[src/common/cmc_params.svh]
`ifndef CMC_PARAMS_SVH
`define CMC_PARAMS_SVH
// Register selects on the 32-bit register port (word index)
`define CMC_ADDR_IDENTITY 2'h0
`define CMC_ADDR_CONTROL 2'h1
// Identity fields (arbitrary neutral values)
`define CMC_PART_CODE 4'h1
`define CMC_SILICON_REV 4'h0
// Control register field positions
`define CMC_SPACING_HI 31
`define CMC_SPACING_LO 28
`define CMC_ABORT_BIT 27
`define CMC_REQ_HI 26
`define CMC_REQ_LO 24
`define CMC_CUR_HI 23
`define CMC_CUR_LO 21
`define CMC_QUEUE_BIT 20
`define CMC_LOG_BIT 19
`define CMC_FALLBACK_BIT 18
`define CMC_GATEWAY_BIT 17
`define CMC_RESEND_BIT 16
`define CMC_RATE_BIT 12
`define CMC_BUSY_BIT 11
`define CMC_WFT_HI 10
`define CMC_WFT_LO 9
`define CMC_WAKE_BIT 8
`define CMC_PXE_BIT 6
`define CMC_CRC_BIT 5
`define CMC_DATA_FILTER_BIT_COUNT_HI 4
`define CMC_DATA_FILTER_BIT_COUNT_LO 0
// Reset values
`define CMC_RST_SPACING 4'h0
`define CMC_RST_MODE 3'h4
`define CMC_RST_WFT 2'h3
`define CMC_DATA_FILTER_BIT_COUNT_MAX 5'h12
// Spacing codes
`define CMC_SPACING_NONE 4'h0
`define CMC_SPACING_CAP 4'hB
`define CMC_SPACING_MAXLOG 5'h0C
// Mode change settle time in clocks
`define CMC_MODE_SETTLE 4'h8
`endif

[src/common/cmc_pkg.sv]
package cmc_pkg;
   typedef enum logic [2:0] {
      CMC_MODE_NORMAL_FD = 3'h0,
      CMC_MODE_SLEEP = 3'h1,
      CMC_MODE_INT_LOOP = 3'h2,
      CMC_MODE_LISTEN = 3'h3,
      CMC_MODE_CONFIG = 3'h4,
      CMC_MODE_EXT_LOOP = 3'h5,
      CMC_MODE_NORMAL_20 = 3'h6,
      CMC_MODE_RESTRICT = 3'h7
   } cmc_mode_e;
   typedef enum logic [1:0] {
      CMC_ST_IDLE,
      CMC_ST_CHANGE,
      CMC_ST_ABORT
   } cmc_state_e;
endpackage

[src/hdl/cmc_spacing.sv]
`timescale 1ns/1ps
`include "cmc_params.svh"
module cmc_spacing (
   // Clock and reset
   input wire logic i_ref_clk,
   input wire logic i_rst,
   // Control
   input wire logic [3:0] i_code,
   input wire logic i_send_done,
   input wire logic i_bit_tick,
   // Status
   output logic o_gap_busy
);
   logic [12:0] cnt_ff;
   logic [12:0] nxt_cnt;
   logic [4:0] log2_len;

   always_comb begin
      if (i_code == `CMC_SPACING_NONE) begin
         log2_len = 5'h00;
      end else if (i_code > `CMC_SPACING_CAP) begin
         log2_len = `CMC_SPACING_MAXLOG;
      end else begin
         log2_len = {1'b0, i_code};
      end
   end

   always_comb begin
      nxt_cnt = cnt_ff;
      if (i_send_done && (i_code != `CMC_SPACING_NONE)) begin
         nxt_cnt = 13'(13'h0001 << log2_len);
      end else if (i_bit_tick && (cnt_ff != 13'h0000)) begin
         nxt_cnt = cnt_ff - 13'h0001;
      end
   end

   always_ff @(posedge i_ref_clk) begin
      if (i_rst) begin
         cnt_ff <= 13'h0000;
      end else begin
         cnt_ff <= nxt_cnt;
      end
   end

   assign o_gap_busy = (cnt_ff != 13'h0000);
endmodule

[src/hdl/cmc_top.sv]
`timescale 1ns/1ps
`include "cmc_params.svh"
module cmc_top
   import cmc_pkg::*;
(
   // Clock and reset
   input wire logic i_ref_clk,
   input wire logic i_rst,
   // Register port
   input wire logic [1:0] i_reg_addr,
   input wire logic i_reg_wr,
   input wire logic [31:0] i_reg_wdata,
   input wire logic [3:0] i_reg_be,
   output logic [31:0] o_reg_rdata,
   // Protocol engine status
   input wire logic i_sending,
   input wire logic i_receiving,
   input wire logic i_send_done,
   input wire logic i_bit_tick,
   input wire logic i_aborts_done,
   input wire logic i_mode_ack,
   input wire logic i_system_error,
   input wire logic i_error_passive,
   input wire logic i_msg_esi,
   input wire logic i_msg_brs,
   input wire logic i_bus_activity,
   input wire logic [7:0] i_wake_len_0,
   input wire logic [7:0] i_wake_len_1,
   input wire logic [7:0] i_wake_len_2,
   input wire logic [7:0] i_wake_len_3,
   // Controls to protocol engine
   output cmc_pkg::cmc_mode_e o_mode,
   output logic o_abort_req,
   output logic o_send_hold,
   output logic o_queue_on,
   output logic o_log_on,
   output logic o_resend_limited,
   output logic o_esi_tx,
   output logic o_brs_tx,
   output logic o_pxe_form_error,
   output logic o_crc_standard,
   output logic [4:0] o_data_filter_bits,
   output logic o_osc_off,
   output logic o_wake
);
   import cmc_pkg::*;

   logic [3:0] spacing_ff, nxt_spacing;
   logic abort_ff, nxt_abort;
   logic [2:0] req_ff, nxt_req;
   cmc_mode_e mode_ff, nxt_mode;
   cmc_mode_e target_ff, nxt_target;
   cmc_state_e st_ff, nxt_st;
   logic [3:0] settle_ff, nxt_settle;
   logic queue_ff, nxt_queue;
   logic log_ff, nxt_log;
   logic fallback_ff, nxt_fallback;
   logic gateway_ff, nxt_gateway;
   logic resend_ff, nxt_resend;
   logic rate_ff, nxt_rate;
   logic [1:0] wft_ff, nxt_wft;
   logic wake_ff, nxt_wake;
   logic pxe_ff, nxt_pxe;
   logic crc_ff, nxt_crc;
   logic [4:0] data_filter_bit_count_ff, nxt_data_filter_bit_count;
   logic [31:0] rdata_ff, nxt_rdata;
   logic ctl_wr;
   logic in_config;
   logic [31:0] ctl_word;
   logic [2:0] shown_mode;

   function automatic logic lane_hit(input logic [3:0] be, input int bitpos);
      lane_hit = be[bitpos / 8];
   endfunction

   assign ctl_wr = i_reg_wr && (i_reg_addr == `CMC_ADDR_CONTROL);
   assign in_config = (mode_ff == CMC_MODE_CONFIG);

   // Register writes
   always_comb begin
      nxt_spacing = spacing_ff;
      nxt_abort = abort_ff;
      nxt_req = req_ff;
      nxt_queue = queue_ff;
      nxt_log = log_ff;
      nxt_fallback = fallback_ff;
      nxt_gateway = gateway_ff;
      nxt_resend = resend_ff;
      nxt_rate = rate_ff;
      nxt_wft = wft_ff;
      nxt_wake = wake_ff;
      nxt_pxe = pxe_ff;
      nxt_crc = crc_ff;
      nxt_data_filter_bit_count = data_filter_bit_count_ff;
      if (ctl_wr && lane_hit(i_reg_be, `CMC_SPACING_LO)) begin
         nxt_spacing = i_reg_wdata[`CMC_SPACING_HI:`CMC_SPACING_LO];
         nxt_req = i_reg_wdata[`CMC_REQ_HI:`CMC_REQ_LO];
      end
      // Fallback becomes the request too, else the sequencer undoes it
      if (i_system_error && !in_config && (st_ff == CMC_ST_IDLE)) begin
         nxt_req = fallback_ff ? CMC_MODE_LISTEN : CMC_MODE_RESTRICT;
      end
      if (ctl_wr && lane_hit(i_reg_be, `CMC_RATE_BIT)) begin
         nxt_rate = i_reg_wdata[`CMC_RATE_BIT];
      end
      if (ctl_wr && in_config && lane_hit(i_reg_be, `CMC_QUEUE_BIT)) begin
         nxt_queue = i_reg_wdata[`CMC_QUEUE_BIT];
         nxt_log = i_reg_wdata[`CMC_LOG_BIT];
         nxt_fallback = i_reg_wdata[`CMC_FALLBACK_BIT];
         nxt_gateway = i_reg_wdata[`CMC_GATEWAY_BIT];
         nxt_resend = i_reg_wdata[`CMC_RESEND_BIT];
      end
      if (ctl_wr && in_config && lane_hit(i_reg_be, `CMC_WAKE_BIT)) begin
         nxt_wft = i_reg_wdata[`CMC_WFT_HI:`CMC_WFT_LO];
         nxt_wake = i_reg_wdata[`CMC_WAKE_BIT];
      end
      if (ctl_wr && lane_hit(i_reg_be, `CMC_DATA_FILTER_BIT_COUNT_LO)) begin
         if (in_config) begin
            nxt_pxe = i_reg_wdata[`CMC_PXE_BIT];
            nxt_crc = i_reg_wdata[`CMC_CRC_BIT];
         end
         nxt_data_filter_bit_count = i_reg_wdata[`CMC_DATA_FILTER_BIT_COUNT_HI:`CMC_DATA_FILTER_BIT_COUNT_LO];
      end
      // Device clears abort once done; a new set wins
      if (ctl_wr && lane_hit(i_reg_be, `CMC_ABORT_BIT) && i_reg_wdata[`CMC_ABORT_BIT]) begin
         nxt_abort = 1'b1;
      end else if (abort_ff && i_aborts_done) begin
         nxt_abort = 1'b0;
      end
   end

   // Mode transition sequencer
   always_comb begin
      nxt_mode = mode_ff;
      nxt_target = target_ff;
      nxt_st = st_ff;
      nxt_settle = settle_ff;
      case (st_ff)
         CMC_ST_IDLE: begin
            if (i_system_error && !in_config) begin
               nxt_target = fallback_ff ? CMC_MODE_LISTEN : CMC_MODE_RESTRICT;
               nxt_st = CMC_ST_CHANGE;
               nxt_settle = `CMC_MODE_SETTLE;
            end else if (req_ff != mode_ff) begin
               nxt_target = cmc_mode_e'(req_ff);
               nxt_st = CMC_ST_CHANGE;
               nxt_settle = `CMC_MODE_SETTLE;
            end
         end
         CMC_ST_CHANGE: begin
            if (settle_ff != 4'h0) begin
               nxt_settle = settle_ff - 4'h1;
            end else if (i_mode_ack && !i_sending && !i_receiving) begin
               nxt_mode = target_ff;
               nxt_st = CMC_ST_IDLE;
            end
         end
         default: nxt_st = CMC_ST_IDLE;
      endcase
   end

   assign shown_mode = (mode_ff == CMC_MODE_SLEEP) ? `CMC_RST_MODE : mode_ff;
   assign o_osc_off = (mode_ff == CMC_MODE_SLEEP);

   always_comb begin
      ctl_word = 32'h0000_0000;
      ctl_word[`CMC_SPACING_HI:`CMC_SPACING_LO] = spacing_ff;
      ctl_word[`CMC_ABORT_BIT] = abort_ff;
      ctl_word[`CMC_REQ_HI:`CMC_REQ_LO] = req_ff;
      ctl_word[`CMC_CUR_HI:`CMC_CUR_LO] = shown_mode;
      ctl_word[`CMC_QUEUE_BIT] = queue_ff;
      ctl_word[`CMC_LOG_BIT] = log_ff;
      ctl_word[`CMC_FALLBACK_BIT] = fallback_ff;
      ctl_word[`CMC_GATEWAY_BIT] = gateway_ff;
      ctl_word[`CMC_RESEND_BIT] = resend_ff;
      ctl_word[`CMC_RATE_BIT] = rate_ff;
      ctl_word[`CMC_BUSY_BIT] = i_sending || i_receiving;
      ctl_word[`CMC_WFT_HI:`CMC_WFT_LO] = wft_ff;
      ctl_word[`CMC_WAKE_BIT] = wake_ff;
      ctl_word[`CMC_PXE_BIT] = pxe_ff;
      ctl_word[`CMC_CRC_BIT] = crc_ff;
      ctl_word[`CMC_DATA_FILTER_BIT_COUNT_HI:`CMC_DATA_FILTER_BIT_COUNT_LO] = data_filter_bit_count_ff;
   end

   always_comb begin
      case (i_reg_addr)
         `CMC_ADDR_IDENTITY: nxt_rdata = {24'h000000, `CMC_PART_CODE, `CMC_SILICON_REV};
         `CMC_ADDR_CONTROL: nxt_rdata = ctl_word;
         default: nxt_rdata = 32'h0000_0000;
      endcase
   end

   always_ff @(posedge i_ref_clk) begin
      if (i_rst) begin
         spacing_ff <= `CMC_RST_SPACING;
         abort_ff <= 1'b0;
         req_ff <= `CMC_RST_MODE;
         mode_ff <= CMC_MODE_CONFIG;
         target_ff <= CMC_MODE_CONFIG;
         st_ff <= CMC_ST_IDLE;
         settle_ff <= 4'h0;
         queue_ff <= 1'b1;
         log_ff <= 1'b1;
         fallback_ff <= 1'b0;
         gateway_ff <= 1'b0;
         resend_ff <= 1'b0;
         rate_ff <= 1'b0;
         wft_ff <= `CMC_RST_WFT;
         wake_ff <= 1'b1;
         pxe_ff <= 1'b1;
         crc_ff <= 1'b1;
         data_filter_bit_count_ff <= 5'h00;
         rdata_ff <= 32'h0000_0000;
      end else begin
         spacing_ff <= nxt_spacing;
         abort_ff <= nxt_abort;
         req_ff <= nxt_req;
         mode_ff <= nxt_mode;
         target_ff <= nxt_target;
         st_ff <= nxt_st;
         settle_ff <= nxt_settle;
         queue_ff <= nxt_queue;
         log_ff <= nxt_log;
         fallback_ff <= nxt_fallback;
         gateway_ff <= nxt_gateway;
         resend_ff <= nxt_resend;
         rate_ff <= nxt_rate;
         wft_ff <= nxt_wft;
         wake_ff <= nxt_wake;
         pxe_ff <= nxt_pxe;
         crc_ff <= nxt_crc;
         data_filter_bit_count_ff <= nxt_data_filter_bit_count;
         rdata_ff <= nxt_rdata;
      end
   end

   assign o_reg_rdata = rdata_ff;
   assign o_mode = mode_ff;
   assign o_abort_req = abort_ff;
   assign o_queue_on = queue_ff;
   assign o_log_on = log_ff;
   assign o_resend_limited = resend_ff;
   assign o_esi_tx = gateway_ff ? (i_msg_esi || i_error_passive) : i_error_passive;
   assign o_brs_tx = i_msg_brs && !rate_ff;
   assign o_pxe_form_error = pxe_ff;
   assign o_crc_standard = crc_ff;
   // Invalid counts clamp to 18 bits
   assign o_data_filter_bits = (data_filter_bit_count_ff > `CMC_DATA_FILTER_BIT_COUNT_MAX) ? `CMC_DATA_FILTER_BIT_COUNT_MAX : data_filter_bit_count_ff;

   cmc_spacing u_spacing (
      .i_ref_clk(i_ref_clk),
      .i_rst(i_rst),
      .i_code(spacing_ff),
      .i_send_done(i_send_done),
      .i_bit_tick(i_bit_tick),
      .o_gap_busy(o_send_hold)
   );

   cmc_wake_filter u_wake (
      .i_ref_clk(i_ref_clk),
      .i_rst(i_rst),
      .i_enable(wake_ff),
      .i_time_sel(wft_ff),
      .i_len_0(i_wake_len_0),
      .i_len_1(i_wake_len_1),
      .i_len_2(i_wake_len_2),
      .i_len_3(i_wake_len_3),
      .i_activity(i_bus_activity && o_osc_off),
      .o_wake(o_wake)
   );
endmodule

[src/hdl/cmc_wake_filter.sv]
`timescale 1ns/1ps
`include "cmc_params.svh"
module cmc_wake_filter (
   // Clock and reset
   input wire logic i_ref_clk,
   input wire logic i_rst,
   // Control
   input wire logic i_enable,
   input wire logic [1:0] i_time_sel,
   input wire logic [7:0] i_len_0,
   input wire logic [7:0] i_len_1,
   input wire logic [7:0] i_len_2,
   input wire logic [7:0] i_len_3,
   input wire logic i_activity,
   // Result
   output logic o_wake
);
   logic [7:0] cnt_ff;
   logic [7:0] nxt_cnt;
   logic [7:0] limit;

   always_comb begin
      case (i_time_sel)
         2'h0: limit = i_len_0;
         2'h1: limit = i_len_1;
         2'h2: limit = i_len_2;
         default: limit = i_len_3;
      endcase
   end

   always_comb begin
      nxt_cnt = 8'h00;
      if (i_activity && (cnt_ff != 8'hFF)) begin
         nxt_cnt = cnt_ff + 8'h01;
      end else if (i_activity) begin
         nxt_cnt = cnt_ff;
      end
   end

   always_ff @(posedge i_ref_clk) begin
      if (i_rst) begin
         cnt_ff <= 8'h00;
      end else begin
         cnt_ff <= nxt_cnt;
      end
   end

   assign o_wake = i_enable ? (i_activity && (cnt_ff >= limit)) : i_activity;
endmodule

[config.mk]
export PLATFORM = sky130hd
export DESIGN_NAME = cmc_top
export DESIGN_NICKNAME = d
export VERILOG_FILES = /design/src/common/cmc_pkg.sv /design/src/hdl/cmc_spacing.sv /design/src/hdl/cmc_top.sv /design/src/hdl/cmc_wake_filter.sv
export VERILOG_INCLUDE_DIRS = /design/src /design/src/common
export SDC_FILE = /design/constraint.sdc
export NUM_CORES = 1
export LEC_CHECK = 0
export BUFFER_PORTS_ARGS = -buffer_cell sky130_fd_sc_hd__buf_2
export CAP_MARGIN = 0
export CORE_UTILIZATION = 46
export CTS_CLUSTER_SIZE = 28
export DETAILED_ROUTE_END_ITERATION = 12
export PLACE_DENSITY = 0.77
export SETUP_SLACK_MARGIN = 0.3
export SLEW_MARGIN = 20
export SYNTH_ARGS = -nofsm -noshare
export SYNTH_HDL_FRONTEND = slang
export SYNTH_HIERARCHICAL = 1
export SYNTH_SLANG_ARGS = --single-unit
[constraint.sdc]
create_clock -name i_ref_clk -period 1.6 [get_ports i_ref_clk]
set_input_delay 0 -clock i_ref_clk [delete_from_list [all_inputs] [get_ports i_ref_clk]]
set_output_delay 0 -clock i_ref_clk [all_outputs]
set_load 0.02 [all_outputs]
==> flow_metrics.py <==
metrics = {
    "outcome": {
        "outcome": "complete, but fails checks",
        "violations": "setup timing",
    },
    "floorplan": {
        "initial_core_util_pct": 48.20,
        "fp.dieW_um": 95.49,
        "dieArea_mm2": 0.009117,
        "io_pins": 135,
        "dieHeight_um": 95.49,
        "row_count": 33,
        "fp.coreArea_mm2": 0.008341,
    },
    "logic_synthesis": {
        "synth_cells": 430,
        "post_synth_num_cell_types": 69,
        "synthFlopType": "dfxtp_1",
        "synth_edf_count": 0,
        "avgSynthCellArea_um2": 9.349,
        "syn-cell-area_mm2": 0.004020,
        "ys_seq_area_share_pct": 41.83,
        "synthArstFlopShare_pct": 0,
        "synth-seq-cells": 84,
        "yosysWarnings": 6,
    },
    "placed_design": {
        "dp_hpwl_um": 7449,
        "routabilityCongestion": 0.8624,
        "place_ws_ps": -364.8,
        "port_buffers": 122,
    },
    "detailed_routing": {
        "drt_iter0_drc": 190,
        "wl_per_cell_um": 16.28,
        "post_drt_via_cell_ratio": 5.465,
        "wirelength_um": 11950,
        "drc": 0,
        "first_pass_iters": 4,
        "vias": 4011,
        "drtAntennaViolNets": 0,
    },
    "clocking": {
        "path_clk_slew_ps": 80,
        "cts_tree": "done",
        "cts.sinks": 84,
        "cts_made_buffers": 9,
        "clockBufferDepth": 2,
        "clock_latency_ps": 340,
        "cts_root_buf": "clkbuf_8",
        "h-tree-depth": 3,
    },
    "sta": {
        "post-route-period-util_pct": 141.3,
        "drv_slew": 0,
        "fmax_ghz": 0.4424,
        "finalSetupViolations": 14,
        "fin_skew_ps": 9.019,
        "setup_ws_ps": -660.6,
        "grt_setup_unrepaired": "yes",
        "hold_violations": 0,
        "period_needed_ps": 2261,
    },
    "setup_path": {
        "crit_required_ps": 1600,
        "critPathMaxFanout": 6,
        "path_cells": "buf_6, buf_6, mux4_2, inv_2, ha_4, o2111ai_2, a21o_1, a21oi_4, buf_6",
        "crit_type": "flip-flop to output pin",
        "cp-end-kind": "output pin",
        "cp.arrival_ps": 2260,
        "start_kind": "flip-flop",
        "crit_path_top_delay_cell": "mux4_2",
        "cpPeakStageDelay_ps": 500,
        "crit_buf_inv": 4,
        "cpMostUsedCell": "buf_6",
        "cp_top_family": "multiplexers",
    },
    "job": {
        "max_cap_viol_count": 0,
    },
    "cells_and_area": {
        "diodes": 0,
        "area_growth_pct": 52.69,
        "final_common_cell": "buf_2",
        "mostFrequentLayoutCells": "buf_2 (119), dfxtp_1 (65), buf_4 (37)",
        "num-nets-final": 721,
        "drive_gt1_share_pct": 48.81,
        "fillers": 561,
    },
    "power_and_ir_drop": {
        "cellLeakagePower_nw": 2.699,
        "fin_total_pwr_w": 0.007764,
        "cellPowerDensity_mw_per_mm2": 1265,
        "ir_worst_vdd_uv": 743.8,
    },
    "grt": {
        "gr-usage-all-layers_pct": 25.12,
        "antenna_found_initial": 0,
        "grt-ovfl-total": 0,
        "grt_pass1_vias": 3800,
        "grt_max_degree": 38,
        "grt_pass1_wl_um": 17620,
    },
    "hold_path": {
        "hold_class": "input pin to flip-flop",
    },
}
-- through the flow --
step	hold WS, ps	cells	util, %	setup TNS (ps)	instance area [um^2]
CTS	0.4550	725	70.40	-1324	5872
finish	49.63	734	73.60	-1778	6138
floorplan	64.65	433	-	-641.2	4207
global placement	203.4	666	60.58	-829.6	5052
detailed placement	212.1	666	60.58	-1105	5052
global route	50.15	734	73.60	-2455	6138
-- registers in the layout, indices dropped and copies added (netlist names), 2 cells and up --
register and cells:
o_reg_rdata 28, u_spacing/cnt_ff 13, u_wake/cnt_ff 8, data_filter_bit_count_ff 5, settle_ff 4, spacing_ff 4
o_mode 3, req_ff 3, target_ff 3, wft_ff 2
-- synth_stat cells (all sizes together) (2+ instances only) --
master,count,area share [%]
a211o,6,1.3
a211oi,9,1.9
a21o,4,0.75
a21oi,23,3.1
a311oi,2,0.59
a31oi,5,0.78
and2,25,3.9
and3,3,0.50
buf,10,1.7
clkbuf,14,1.3
dfxtp,84,42
ha,12,3.7
inv,22,2.1
mux2i,19,4.7
mux4,8,4.5
nand2,42,3.9
nand2b,9,1.4
nand3,6,0.75
nand4,2,0.31
nand4b,5,1.4
nor2,34,3.8
nor2b,11,1.7
nor3,7,0.87
nor3b,4,0.75
nor4,2,0.31
o211ai,6,1.1
o21a,2,0.37
o21ai,8,1.0
o22ai,5,0.78
o311ai,4,0.87
o31ai,3,0.56
o32ai,2,0.62
or2,4,0.68
or3,3,0.47
or4,2,0.56
xnor2,6,1.3
-- kinds of logic after synthesis --
kind of cell             count (synthesis)  synth area share (%)
other                                    1               0.09328
AO/OA/AOI/OAI                           89                 15.97
XOR/XNOR                                 6                 1.307
adder cells (fa/ha/maj)                 12                 3.735
multiplexers                            27                 9.212
AND/OR/NAND/NOR                        165                 22.72
flip-flops                              84                 41.83
buffers and inverters                   46                 5.135
-- layout make-up --
| type | instances | area, um^2 | share of cell area [%] |
|---|---|---|---|
| timing repair buffer | 204 | 1385 | 22.56 |
| clock buffer | 10 | 148.9 | 2.426 |
| multi-input combinational | 304 | 2635 | 42.93 |
| clock inverter | 5 | 35.03 | 0.5707 |
| tap | 105 | 131.4 | 2.140 |
| inverter | 22 | 85.08 | 1.386 |
| sequential | 84 | 1718 | 27.99 |
-- path summary, 6_finish.rpt --
path         slack [ps]                   end  depth (start not counted)                 from
min                  50   u_spacing/cnt_ff[0]                          2          i_send_done
max reg2reg        -220  u_spacing/cnt_ff[11]                          5  u_spacing/cnt_ff[7]
max                -660                o_wake                          9            wft_ff[0]
min reg2reg         470       o_reg_rdata[27]                          1          o_abort_req
-- worst register-to-register path: cells and delay by family, from the launching register on --
family,cells,cell delay [ps]
AO/OA/AOI/OAI,2,330
flip-flops,1,320
AND/OR/NAND/NOR,3,1110
-- what timing repair did --
item	in CTS	in global routing
hold buffers	29	1
cloned	1	0
hold endpoints to repair	26	1
pin swaps	21	20
resized for setup	58	42
setup buffers	14	8
setup endpoints to repair	43	49
-- power by group --
| part | switching, W | internal, W |
|---|---|---|
| logic | 0.00190 | 0.00188 |
| clock network | 0.000763 | 0.000653 |
| registers | 0.000253 | 0.00232 |
-- per-layer routing --
layer,vias to the layer above,wire [um],global-route usage (%)
met1,1925,4886,30.42
li1,1914,-,-
met2,151,6166,43.27
met5,-,0,0
met4,0,244,8.955
met3,21,651,5.981
(Power assumes the default switching activity.)
